$ cat src/rtl/rckr_pkg.sv
package rckr_pkg;

    // Printed offsets are register indices; the byte address is four times the index.
    localparam logic [15:0] RCKR_IDX_RESET_CTRL  = 16'h4006;
    localparam logic [15:0] RCKR_IDX_HOST_IF     = 16'h4007;
    localparam logic [15:0] RCKR_IDX_UNLOCK_KEY  = 16'h4008;
    localparam logic [15:0] RCKR_IDX_SCRATCH     = 16'h4009;
    localparam logic [17:0] RCKR_ADDR_RESET_CTRL = {RCKR_IDX_RESET_CTRL, 2'h0};
    localparam logic [17:0] RCKR_ADDR_HOST_IF    = {RCKR_IDX_HOST_IF, 2'h0};
    localparam logic [17:0] RCKR_ADDR_UNLOCK_KEY = {RCKR_IDX_UNLOCK_KEY, 2'h0};
    localparam logic [17:0] RCKR_ADDR_SCRATCH    = {RCKR_IDX_SCRATCH, 2'h0};
    localparam int          RCKR_ADDR_W          = 18;

    localparam int RCKR_BIT_RELOAD     = 15;
    localparam int RCKR_BIT_SCOPE      = 10;
    localparam int RCKR_BIT_AUX_LEVEL  = 6;
    localparam int RCKR_BIT_IN_MASK    = 5;
    localparam int RCKR_BIT_OUT_LEVEL  = 4;
    localparam int RCKR_BIT_DELAY_HI   = 1;
    localparam int RCKR_BIT_DELAY_LO   = 0;
    localparam int RCKR_BIT_AUTO_ADV   = 2;

    localparam logic [15:0] RCKR_UNLOCK_VALUE = 16'h9716;
    localparam logic [15:0] RCKR_KEY_RESET    = 16'h0000;
    localparam logic [15:0] RCKR_SCRATCH_RESET = 16'h0000;
    localparam logic        RCKR_RELOAD_RESET    = 1'b1;
    localparam logic        RCKR_SCOPE_RESET     = 1'b1;
    localparam logic        RCKR_AUX_LEVEL_RESET = 1'b1;
    localparam logic        RCKR_IN_MASK_RESET   = 1'b1;
    localparam logic        RCKR_OUT_LEVEL_RESET = 1'b1;
    localparam logic [1:0]  RCKR_DELAY_RESET     = 2'h3;
    localparam logic        RCKR_AUTO_ADV_RESET  = 1'b1;

    localparam int RCKR_CLK_HZ   = 10_000_000;
    localparam int RCKR_DELAY0_MS = 3;
    localparam int RCKR_DELAY1_MS = 11;
    localparam int RCKR_DELAY2_MS = 51;
    localparam int RCKR_DELAY3_MS = 101;
    localparam int RCKR_CNT_W     = 20;

    localparam logic [1:0] RCKR_HTRANS_NONSEQ = 2'h2;
    localparam logic [2:0] RCKR_HSIZE_WORD    = 3'h2;

    typedef enum logic [1:0] {
        RCKR_ST_OFF,
        RCKR_ST_HOLD,
        RCKR_ST_RUN
    } rckr_rel_t;

endpackage : rckr_pkg

$ cat src/rtl/rckr_regs.sv
// The implementer's own choice: the AHB-Lite register port.
`timescale 1ns/1ps
`default_nettype none

module rckr_regs
    import rckr_pkg::*;
#(
    parameter int DELAY0_CYC = (RCKR_CLK_HZ / 1000) * RCKR_DELAY0_MS,
    parameter int DELAY1_CYC = (RCKR_CLK_HZ / 1000) * RCKR_DELAY1_MS,
    parameter int DELAY2_CYC = (RCKR_CLK_HZ / 1000) * RCKR_DELAY2_MS,
    parameter int DELAY3_CYC = (RCKR_CLK_HZ / 1000) * RCKR_DELAY3_MS
)(
    input  wire logic        clk_sys,           // System clock, 10 MHz.
    input  wire logic        reset_n,           // Asynchronous reset, active low.
    input  wire logic        backup_reset_n,    // Always-on domain reset, active low.
    input  wire logic        hsel,              // AHB-Lite slave select.
    input  wire logic [31:0] haddr,             // AHB-Lite address.
    input  wire logic [1:0]  htrans,            // AHB-Lite transfer type.
    input  wire logic        hwrite,            // AHB-Lite write flag.
    input  wire logic [2:0]  hsize,             // AHB-Lite transfer size.
    input  wire logic [31:0] hwdata,            // AHB-Lite write data.
    input  wire logic        hready,            // AHB-Lite bus ready.
    output logic      [31:0] hrdata,            // AHB-Lite read data.
    output logic             hreadyout,         // AHB-Lite slave ready.
    output logic             hresp,             // AHB-Lite response, always OKAY.
    input  wire logic        sw_reset,          // Software reset request, one-cycle pulse.
    input  wire logic        in_sleep,          // Power state is SLEEP.
    input  wire logic        on_scheduled,      // ON transition scheduled, pulse.
    input  wire logic        seq_done,          // ON or WAKE sequence done, pulse.
    input  wire logic        ext_reset_in_n,    // External reset pin, active low.
    output logic             reload_boot_req,   // Reload bootstrap data, pulse.
    output logic             ext_reset_event,   // Honoured external reset, level.
    output logic             reset_out_n,       // Reset output pin, active low.
    output logic             aux_reset_out,     // Auxiliary reset GPIO, active high.
    output logic             address_auto_advance // Host interface auto-advance.
);

    typedef struct packed {
        logic        reload_boot_config_on_power_up;
        logic        soft_reset_scope;
        logic        aux_reset_sleep_level;
        logic        sleep_reset_input_mask;
        logic        sleep_reset_output_level;
        logic [1:0]  reset_release_delay;
        logic        auto_adv;
        logic [15:0] key;
        logic        ph_write;
        logic [RCKR_ADDR_W-1:0] ph_addr;
        logic [31:0] rdata;
        logic        reload_pulse;
        logic        ext_event;
        logic        rst_out_n;
        logic        aux_out;
        rckr_rel_t   rel;
        logic [RCKR_CNT_W-1:0] cnt;
    } rckr_state_t;

    rckr_state_t st;
    rckr_state_t next_st;
    logic [15:0] host_scratch_word;
    logic [15:0] next_scratch;

    logic        addr_phase;
    logic        unlocked;
    logic [15:0] wd;
    logic [RCKR_CNT_W-1:0] delay_cyc;

    assign addr_phase = hsel && hready && (htrans == RCKR_HTRANS_NONSEQ);
    assign unlocked   = (st.key == RCKR_UNLOCK_VALUE);
    assign wd         = hwdata[15:0];

    always_comb
    begin
        case (st.reset_release_delay)
            2'h0:    delay_cyc = RCKR_CNT_W'(DELAY0_CYC);
            2'h1:    delay_cyc = RCKR_CNT_W'(DELAY1_CYC);
            2'h2:    delay_cyc = RCKR_CNT_W'(DELAY2_CYC);
            default: delay_cyc = RCKR_CNT_W'(DELAY3_CYC);
        endcase
    end

    always_comb
    begin
        next_st = st;
        next_scratch = host_scratch_word;
        next_st.reload_pulse = 1'b0;
        // Write data phase follows the captured address phase.
        if (st.ph_write)
        begin
            case (st.ph_addr)
                RCKR_ADDR_RESET_CTRL:
                begin
                    if (unlocked)
                    begin
                        next_st.reload_boot_config_on_power_up = wd[RCKR_BIT_RELOAD];
                        next_st.soft_reset_scope         = wd[RCKR_BIT_SCOPE];
                        next_st.aux_reset_sleep_level    = wd[RCKR_BIT_AUX_LEVEL];
                        next_st.sleep_reset_input_mask   = wd[RCKR_BIT_IN_MASK];
                        next_st.sleep_reset_output_level = wd[RCKR_BIT_OUT_LEVEL];
                        next_st.reset_release_delay =
                            wd[RCKR_BIT_DELAY_HI:RCKR_BIT_DELAY_LO];
                    end
                end
                RCKR_ADDR_HOST_IF:    next_st.auto_adv = wd[RCKR_BIT_AUTO_ADV];
                RCKR_ADDR_UNLOCK_KEY: next_st.key = wd;
                RCKR_ADDR_SCRATCH:    next_scratch = wd;
                default:              next_st.key = st.key;
            endcase
        end
        next_st.ph_write = addr_phase && hwrite;
        if (addr_phase)
        begin
            next_st.ph_addr = haddr[RCKR_ADDR_W-1:0];
            next_st.rdata = 32'h0000_0000;
            case (haddr[RCKR_ADDR_W-1:0])
                RCKR_ADDR_RESET_CTRL:
                begin
                    next_st.rdata[RCKR_BIT_RELOAD]    = st.reload_boot_config_on_power_up;
                    next_st.rdata[RCKR_BIT_SCOPE]     = st.soft_reset_scope;
                    next_st.rdata[RCKR_BIT_AUX_LEVEL] = st.aux_reset_sleep_level;
                    next_st.rdata[RCKR_BIT_IN_MASK]   = st.sleep_reset_input_mask;
                    next_st.rdata[RCKR_BIT_OUT_LEVEL] = st.sleep_reset_output_level;
                    next_st.rdata[RCKR_BIT_DELAY_HI:RCKR_BIT_DELAY_LO] =
                        st.reset_release_delay;
                end
                RCKR_ADDR_HOST_IF:    next_st.rdata[RCKR_BIT_AUTO_ADV] = st.auto_adv;
                RCKR_ADDR_UNLOCK_KEY: next_st.rdata[15:0] = st.key;
                RCKR_ADDR_SCRATCH:    next_st.rdata[15:0] = host_scratch_word;
                default:              next_st.rdata = 32'h0000_0000;
            endcase
        end

        // The reload request is raised only when the option is on.
        if (on_scheduled && st.reload_boot_config_on_power_up)
            next_st.reload_pulse = 1'b1;

        // A masked reset input has no effect while sleeping.
        next_st.ext_event = !ext_reset_in_n && !(in_sleep && st.sleep_reset_input_mask);

        case (st.rel)
            RCKR_ST_OFF:
            begin
                if (seq_done)
                begin
                    next_st.rel = RCKR_ST_HOLD;
                    next_st.cnt = delay_cyc;
                end
            end
            RCKR_ST_HOLD:
            begin
                if (st.cnt <= RCKR_CNT_W'(1))
                    next_st.rel = RCKR_ST_RUN;
                else
                    next_st.cnt = st.cnt - RCKR_CNT_W'(1);
            end
            RCKR_ST_RUN:
            begin
                if (seq_done)
                begin
                    next_st.rel = RCKR_ST_HOLD;
                    next_st.cnt = delay_cyc;
                end
            end
            default: next_st.rel = RCKR_ST_OFF;
        endcase

        if (in_sleep)
        begin
            next_st.rst_out_n = !st.sleep_reset_output_level;
            next_st.aux_out   = st.aux_reset_sleep_level;
        end
        else
        begin
            // Follow the next release state so a new sequence re-asserts at once.
            next_st.rst_out_n = (next_st.rel == RCKR_ST_RUN);
            next_st.aux_out   = (next_st.rel != RCKR_ST_RUN);
        end

        // With scope 0 a soft reset restores defaults; the always-on scratch is kept.
        if (sw_reset && !st.soft_reset_scope)
        begin
            next_st.reload_boot_config_on_power_up = RCKR_RELOAD_RESET;
            next_st.soft_reset_scope         = RCKR_SCOPE_RESET;
            next_st.aux_reset_sleep_level    = RCKR_AUX_LEVEL_RESET;
            next_st.sleep_reset_input_mask   = RCKR_IN_MASK_RESET;
            next_st.sleep_reset_output_level = RCKR_OUT_LEVEL_RESET;
            next_st.reset_release_delay      = RCKR_DELAY_RESET;
            next_st.auto_adv                 = RCKR_AUTO_ADV_RESET;
            next_st.key                      = RCKR_KEY_RESET;
        end
    end

    always_ff @(posedge clk_sys or negedge reset_n)
    begin
        if (!reset_n)
        begin
            st <= '{
                reload_boot_config_on_power_up: RCKR_RELOAD_RESET,
                soft_reset_scope:         RCKR_SCOPE_RESET,
                aux_reset_sleep_level:    RCKR_AUX_LEVEL_RESET,
                sleep_reset_input_mask:   RCKR_IN_MASK_RESET,
                sleep_reset_output_level: RCKR_OUT_LEVEL_RESET,
                reset_release_delay:      RCKR_DELAY_RESET,
                auto_adv:                 RCKR_AUTO_ADV_RESET,
                key:                      RCKR_KEY_RESET,
                rel:                      RCKR_ST_OFF,
                default:                  '0
            };
        end
        else
        begin
            st <= next_st;
        end
    end

    // Scratch lives on the always-on reset so BACKUP does not clear it.
    always_ff @(posedge clk_sys or negedge backup_reset_n)
    begin
        if (!backup_reset_n)
            host_scratch_word <= RCKR_SCRATCH_RESET;
        else
            host_scratch_word <= next_scratch;
    end

    assign hrdata               = st.rdata;
    assign hreadyout            = 1'b1;
    assign hresp                = 1'b0;
    assign reload_boot_req      = st.reload_pulse;
    assign ext_reset_event      = st.ext_event;
    assign reset_out_n          = st.rst_out_n;
    assign aux_reset_out        = st.aux_out;
    assign address_auto_advance = st.auto_adv;

endmodule : rckr_regs

`default_nettype wire

$ cat config.mk
export PLATFORM = sky130hd
export DESIGN_NAME = rckr_regs
export DESIGN_NICKNAME = d
export VERILOG_FILES = /design/src/rtl/rckr_pkg.sv /design/src/rtl/rckr_regs.sv
export SDC_FILE = /design/constraint.sdc
export NUM_CORES = 1
export LEC_CHECK = 0
export BUFFER_PORTS_ARGS = -buffer_cell sky130_fd_sc_hd__buf_4
export CAP_MARGIN = 20
export CORE_MARGIN = 1
export CORE_UTILIZATION = 33
export CTS_BUF_LIST = sky130_fd_sc_hd__clkbuf_2 sky130_fd_sc_hd__clkbuf_4 sky130_fd_sc_hd__clkbuf_8
export DETAILED_ROUTE_END_ITERATION = 8
export GPL_ROUTABILITY_DRIVEN = 0
export GPL_TIMING_DRIVEN = 1
export SLEW_MARGIN = 20
export SYNTH_ARGS = -nofsm -noshare
export SYNTH_HDL_FRONTEND = slang
export SYNTH_SLANG_ARGS = --single-unit
$ cat constraint.sdc
create_clock -name clk_sys -period 6.9 [get_ports clk_sys]
set_input_delay 0.69 -clock clk_sys [delete_from_list [all_inputs] [get_ports clk_sys]]
set_output_delay 0.69 -clock clk_sys [all_outputs]
set_load 0.05 [all_outputs]
==> results of run 1 <==
[power by group]
part | internal [W] | switching [W] | leakage [nW]
Sequential | 0.000682 | 0.0000935 | 1.23
Combinational | 0.000142 | 0.000166 | 1.25
Clock | 0.000174 | 0.000201 | 0.0999
[through the flow]
step	area, sq um	setup slack (ns)	hold WS (ns)	total power (W)
floorplan	5100	4.25	0.394	0.000999
global placement	5530	4.21	0.470	0.00108
detailed placement	5530	4.17	0.476	0.00109
CTS	5720	4.16	0.161	0.00147
global route	5730	4.05	0.169	0.00154
finish	5730	4.15	0.167	0.00146
[final cells by class]
cell class,count,area [sq um],area share (%)
multi-input cells,319,2170,38.0
flip-flops and latches,101,2540,44.3
clock inverters,5,52.6,0.918
well taps,184,230,4.02
clock buffers,11,139,2.43
inverters,15,56.3,0.983
repair buffers,71,537,9.37
[state kept, by name, summed over array words and instances (netlist names)]
signal	count
st	64
host_scratch_word	16
hrdata	16
address_auto_advance	1
aux_reset_out	1
ext_reset_event	1
reload_boot_req	1
reset_out_n	1
[worst min path at each step]
stage | endpoint | cells past startpoint | slack [ns] | from
2_1_floorplan | aux_reset_out | 0 | 0.39 | reset_n
3_3_place_gp | hrdata[7] | 2 | 0.47 | hrdata[7]
3_5_place_dp | hrdata[7] | 2 | 0.48 | hrdata[7]
4_1_cts | host_scratch_word[7] | 1 | 0.16 | backup_reset_n
5_1_grt | host_scratch_word[9] | 1 | 0.17 | backup_reset_n
6_report | host_scratch_word[7] | 1 | 0.17 | backup_reset_n
[routing by layer]
layer  share of wire, %  wire length [microns]  GRT usage [%]  up-vias
met5                  0                      0              0        -
met3                4.3                    490           2.31        9
li1                   -                      -              -     1752
met1                 44                   5110           19.1     1793
met4                1.3                    144           5.81        0
met2                 50                   5760           26.1       92
[cell usage after synthesis (all sizes together) (4+ instances only)]
cell	n
or4	6
nand2	62
nor2	16
o31ai	11
buf	37
o21ai	8
nor4	10
dfrtp	93
o21a	7
or3	8
mux2	41
nand3	11
a221o	9
nor3	9
inv	15
mux2i	14
ha	8
a21oi	24
o211ai	9
dfstp	8
nor3b	4
nand4b	4
clkbuf	16
nand4	4
[cell families after synthesis]
logic type	share of synthesized area [%]
other	0.149
adders and majority gates	1.99
buffers and inverters	7.77
and+or+nand+nor	15.2
muxes	11.9
DFF	50.3
AOI/OAI and AO/OA	12.5
xor gates and xnor gates	0.174
[worst register-to-register path, cell delays in order (launching register included)]
cell and delay [ns]:
dfrtp_1 0.44, or4_1 0.65, or4_4 0.50, or4_4 0.59
o311ai_1 0.27, o221ai_1 0.17
==> flow_metrics.tcl, run 1 <==
set metrics [dict create \
    port_buffers 67 \
    fmax_mhz 363 \
    n_antenna_cell 0 \
    slew_viol_final 0 \
    vias 3646 \
    ctsResizeCount 0 \
    endpoint "st[16]" \
    ys_seq_elements 101 \
    insertion_delay_ns 0.37 \
    final_antenna_net_count 0 \
    critPathTopFamily "simple AND/OR/NAND/NOR gates" \
    hold_viol_final 0 \
    grt_pass1_wl_microns 18800 \
    yosys.area.top_type "dfrtp_1" \
    dp_cells 690 \
    worstSetupStartpointType "flip-flop" \
    die_h_microns 126 \
    rrSetupSlack_ns 4.15 \
    grt_pass1_vias 3671 \
    drt-pass1-iter-count 6 \
    drt-initial-drc-count 144 \
    ys.flop_type "dfrtp_1" \
    synth_edf_count 0 \
    critPathKind "reg -> reg" \
    timing.rr.start "st[6]" \
    syn_avg_cell_area_sq_um 10.7 \
    syn_inst 472 \
    rr_endpoint "st[16]" \
    synthTopCellsByArea "dfrtp_1 (46%), mux2_2 (9.2%), buf_4 (5.1%), nand2_1 (4.6%), dfstp_2 (4.2%)" \
    antenna_found_initial 0 \
    yosysSeqAreaShare_pct 50.3 \
    rsz0062_at_grt "no" \
    die_w_microns 126 \
    track_usage_pct 15.2 \
    cts_made_buffers 9 \
    required_ns 7.13 \
    crit_buf_inv 0 \
    io_pins 119 \
    worstPathArrival_ns 2.98 \
    p_leak_nw 2.57 \
    clk_pin_slew_ns 0.10 \
    layout.cells.non_filler 706 \
    setup_viol 0 \
    dieArea_sq_um 15800 \
    post_drt_via_cell_ratio 5.16 \
    grt_overflow 0 \
    cts_tree "done" \
    slowest_stage "or4_1" \
    outcome "finished, violations left" \
    powerDensity_nw_per_um2 255 \
    cts_htree_levels 3 \
    period_share_pct 39.9 \
    dp_hpwl_microns 8270 \
    peakVddDrop_mv 0.117 \
    wl_per_cell_microns 16.3 \
    mostFrequentLayoutCells "dfrtp_1 (93), buf_4 (70), nand2_1 (62)" \
    synth_cell_types 53 \
    rows 44 \
    grt_max_degree 86 \
    cp_cell_sequence "or4_1, or4_4, or4_4, o311ai_1, o221ai_1" \
    synth_top_area_share_pct 46.2 \
    syn_area_sq_um 5040 \
    period_needed_ns 2.75 \
    cts_max_path_buffers 2 \
    hold_path_class "in -> async" \
    initial_core_util_pct 34.3 \
    clock-root-buffer "clkbuf_8" \
    synth_warnings 0 \
    final_common_cell "dfrtp_1" \
    worstMarginPinSlew_ns 1.10 \
    drive_above_1_share_pct 27.2 \
    cts.sinks 101 \
    drc 4 \
    n_fill_cell 1439 \
    cts.hold.buffers_added 0 \
    critPathLaunch "st[6]" \
    fin_nets 605 \
    tns_ns 0 \
    fin_skew_ns 0.0146 \
    cp_common_cell "or4_4" \
    synthArstFlopShare_pct 100 \
    post-route-util_pct 39.0 \
    routed_wl_microns 11500 \
    maxSlewHeadroom_pct 26.0 \
    end_kind "flip-flop" \
    violations "design-rule violations" \
    area_growth_pct 13.6 \
    coreArea_sq_um 14700 \
    postCtsSetupBuffers 0 \
    cpPeakStageDelay_ns 0.65 \
    max_cap_viol_count 0 \
    path_max_fanout 6 \
    ff2ff_path_depth 5 \
    cp_num_cells 5 \
]
No activity file was read; power rests on OpenSTA's default activity.
==> run 2, diff against run 1 <==
==> constraint.sdc (replaced) <==
create_clock -name clk_sys -period 2.7 [get_ports clk_sys]
set_input_delay 0.27 -clock clk_sys [delete_from_list [all_inputs] [get_ports clk_sys]]
set_output_delay 0.27 -clock clk_sys [all_outputs]
set_load 0.05 [all_outputs]
==> flow_metrics.tcl, run 2 (synthesis results as in run 1) <==
set metrics [dict create \
    whs_path_depth 2 \
    drc 4 \
    timing.rr.start "st[10]" \
    cts_max_path_buffers 2 \
    area_growth_pct 16.8 \
    post_drt_via_cell_ratio 5.15 \
    coreArea_sq_um 14700 \
    drt-initial-drc-count 211 \
    met1_usage_pct 20.6 \
    fin_skew_ns 0.0146 \
    clk_pin_slew_ns 0.10 \
    fin_nets 621 \
    drive_above_1_share_pct 29.2 \
    max_cap_viol_count 0 \
    violations "design-rule violations" \
    maxSlewHeadroom_pct 49.6 \
    rsz0062_at_grt "no" \
    slew_viol_final 0 \
    grt_overflow 0 \
    period_share_pct 94.4 \
    die_h_microns 126 \
    n_antenna_cell 0 \
    dp_hpwl_microns 8700 \
    antenna_found_initial 0 \
    io_pins 119 \
    largest-register "st" \
    path_max_fanout 13 \
    drt-pass1-iter-count 7 \
    rr_endpoint "st[0]" \
    track_usage_pct 15.6 \
    gr-usage-met3_pct 2.18 \
    grt_pass1_wl_microns 19100 \
    cts.sinks 101 \
    grt_pass1_vias 3686 \
    worstMarginPinSlew_ns 0.755 \
    tns_ns 0 \
    hp-start "ext_reset_in_n" \
    largest_reg_flops 64 \
    worstSetupStartpointType "flip-flop" \
    initial_core_util_pct 34.3 \
    clock-root-buffer "clkbuf_8" \
    final_antenna_net_count 0 \
    grt.busiest_layer "met2" \
    grt_max_degree 46 \
    critPathKind "reg -> reg" \
    worstPathArrival_ns 2.84 \
    cts_made_buffers 9 \
    rrSetupSlack_ns 0.15 \
    end_kind "flip-flop" \
    final_common_cell "dfrtp_1" \
    wl_per_cell_microns 16.5 \
    insertion_delay_ns 0.38 \
    hold_path_class "in -> reg" \
    required_ns 2.99 \
    ff2ff_path_depth 8 \
    p_leak_nw 2.66 \
    rows 44 \
    peakVddDrop_mv 0.286 \
    period_needed_ns 2.55 \
    hold_end "ext_reset_event" \
    routed_wl_microns 11900 \
    port_buffers 67 \
    cts_htree_levels 3 \
    hold_viol_final 0 \
    setup_viol 0 \
    die_w_microns 126 \
    vias 3717 \
    powerDensity_nw_per_um2 670 \
    outcome "finished, violations left" \
    cts_tree "done" \
    dieArea_sq_um 15800 \
    fmax_mhz 393 \
    finalInstanceArea_sq_um 5890 \
    mostFrequentLayoutCells "dfrtp_1 (93), buf_4 (85), nand2_1 (62)" \
    use_met2_pct 25.8 \
    placed_cell_area_sq_um 5630 \
]
==> run 2: final cells by class <==
| class | count | area, sq um |
|---|---|---|
| Inverter | 15 | 56.3 |
| Sequential cell | 101 | 2540 |
| Clock inverter | 4 | 72.6 |
| Timing Repair Buffer | 87 | 658 |
| Fill cell | 1380 | 8810 |
| Clock buffer | 12 | 153 |
| Tap cell | 184 | 230 |
| Multi-Input combinational cell | 319 | 2180 |
==> run 2: worst max-delay path by stage <==
stage          startpoint     end  slack (ns)  depth (start not counted)
2_1_floorplan      st[10]  st[18]        0.05                          6
3_3_place_gp       st[11]  st[18]        0.12                          5
3_5_place_dp       st[11]  st[16]        0.10                          5
4_1_cts            st[11]  st[16]        0.07                          5
5_1_grt            st[10]   st[0]        0.03                          8
6_report           st[10]   st[0]        0.15                          8
==> run 2: repair_timing <==
item / in CTS / in global routing
endpoints found under the setup margin: 0 / 4
endpoints found under the hold margin: 52 / 0
setup buffers: 0 / 1
gates resized for setup: 0 / 2
hold buffers: 2 / 0
==> run 2: per-stage QoR <==
stage	power [W]	worst slack [ns]	hold slack [ns]	utilization (%)	cells
2_1_floorplan	0.00255	0.0531	-0.0256	-	488
3_3_place_gp	0.00282	0.119	0.152	38.3	703
3_5_place_dp	0.00286	0.103	0.154	38.3	703
4_1_cts	0.00396	0.0712	0.00447	39.9	721
5_1_grt	0.00417	0.0296	0.0152	40.1	722
6_report	0.00394	0.152	0.0272	40.1	722
==> run 2: power breakdown <==
part	leakage, nW	switching (W)	internal, W
logic	1.32	0.000481	0.000424
registers	1.23	0.000210	0.00174
clock network	0.113	0.000520	0.000567
==> run 2: per-layer routing <==
metal  wire (microns)  vias to the layer above  part of all wire [%]
met1             5390                     1845                    45
li1                 -                     1778                     -
met5                0                        -                     0
met4              160                        0                   1.3
met2             5930                       84                    50
met3              412                       10                   3.5
==> run 2: worst max-delay path: stages, from the launching register on <==
cell and delay, ns:
dfrtp_1 0.39, or4_4 0.57, or4_4 0.50, buf_4 0.17, o21ai_1 0.22, buf_4 0.24, buf_4 0.17, nand3_1 0.07
o21ai_0 0.11
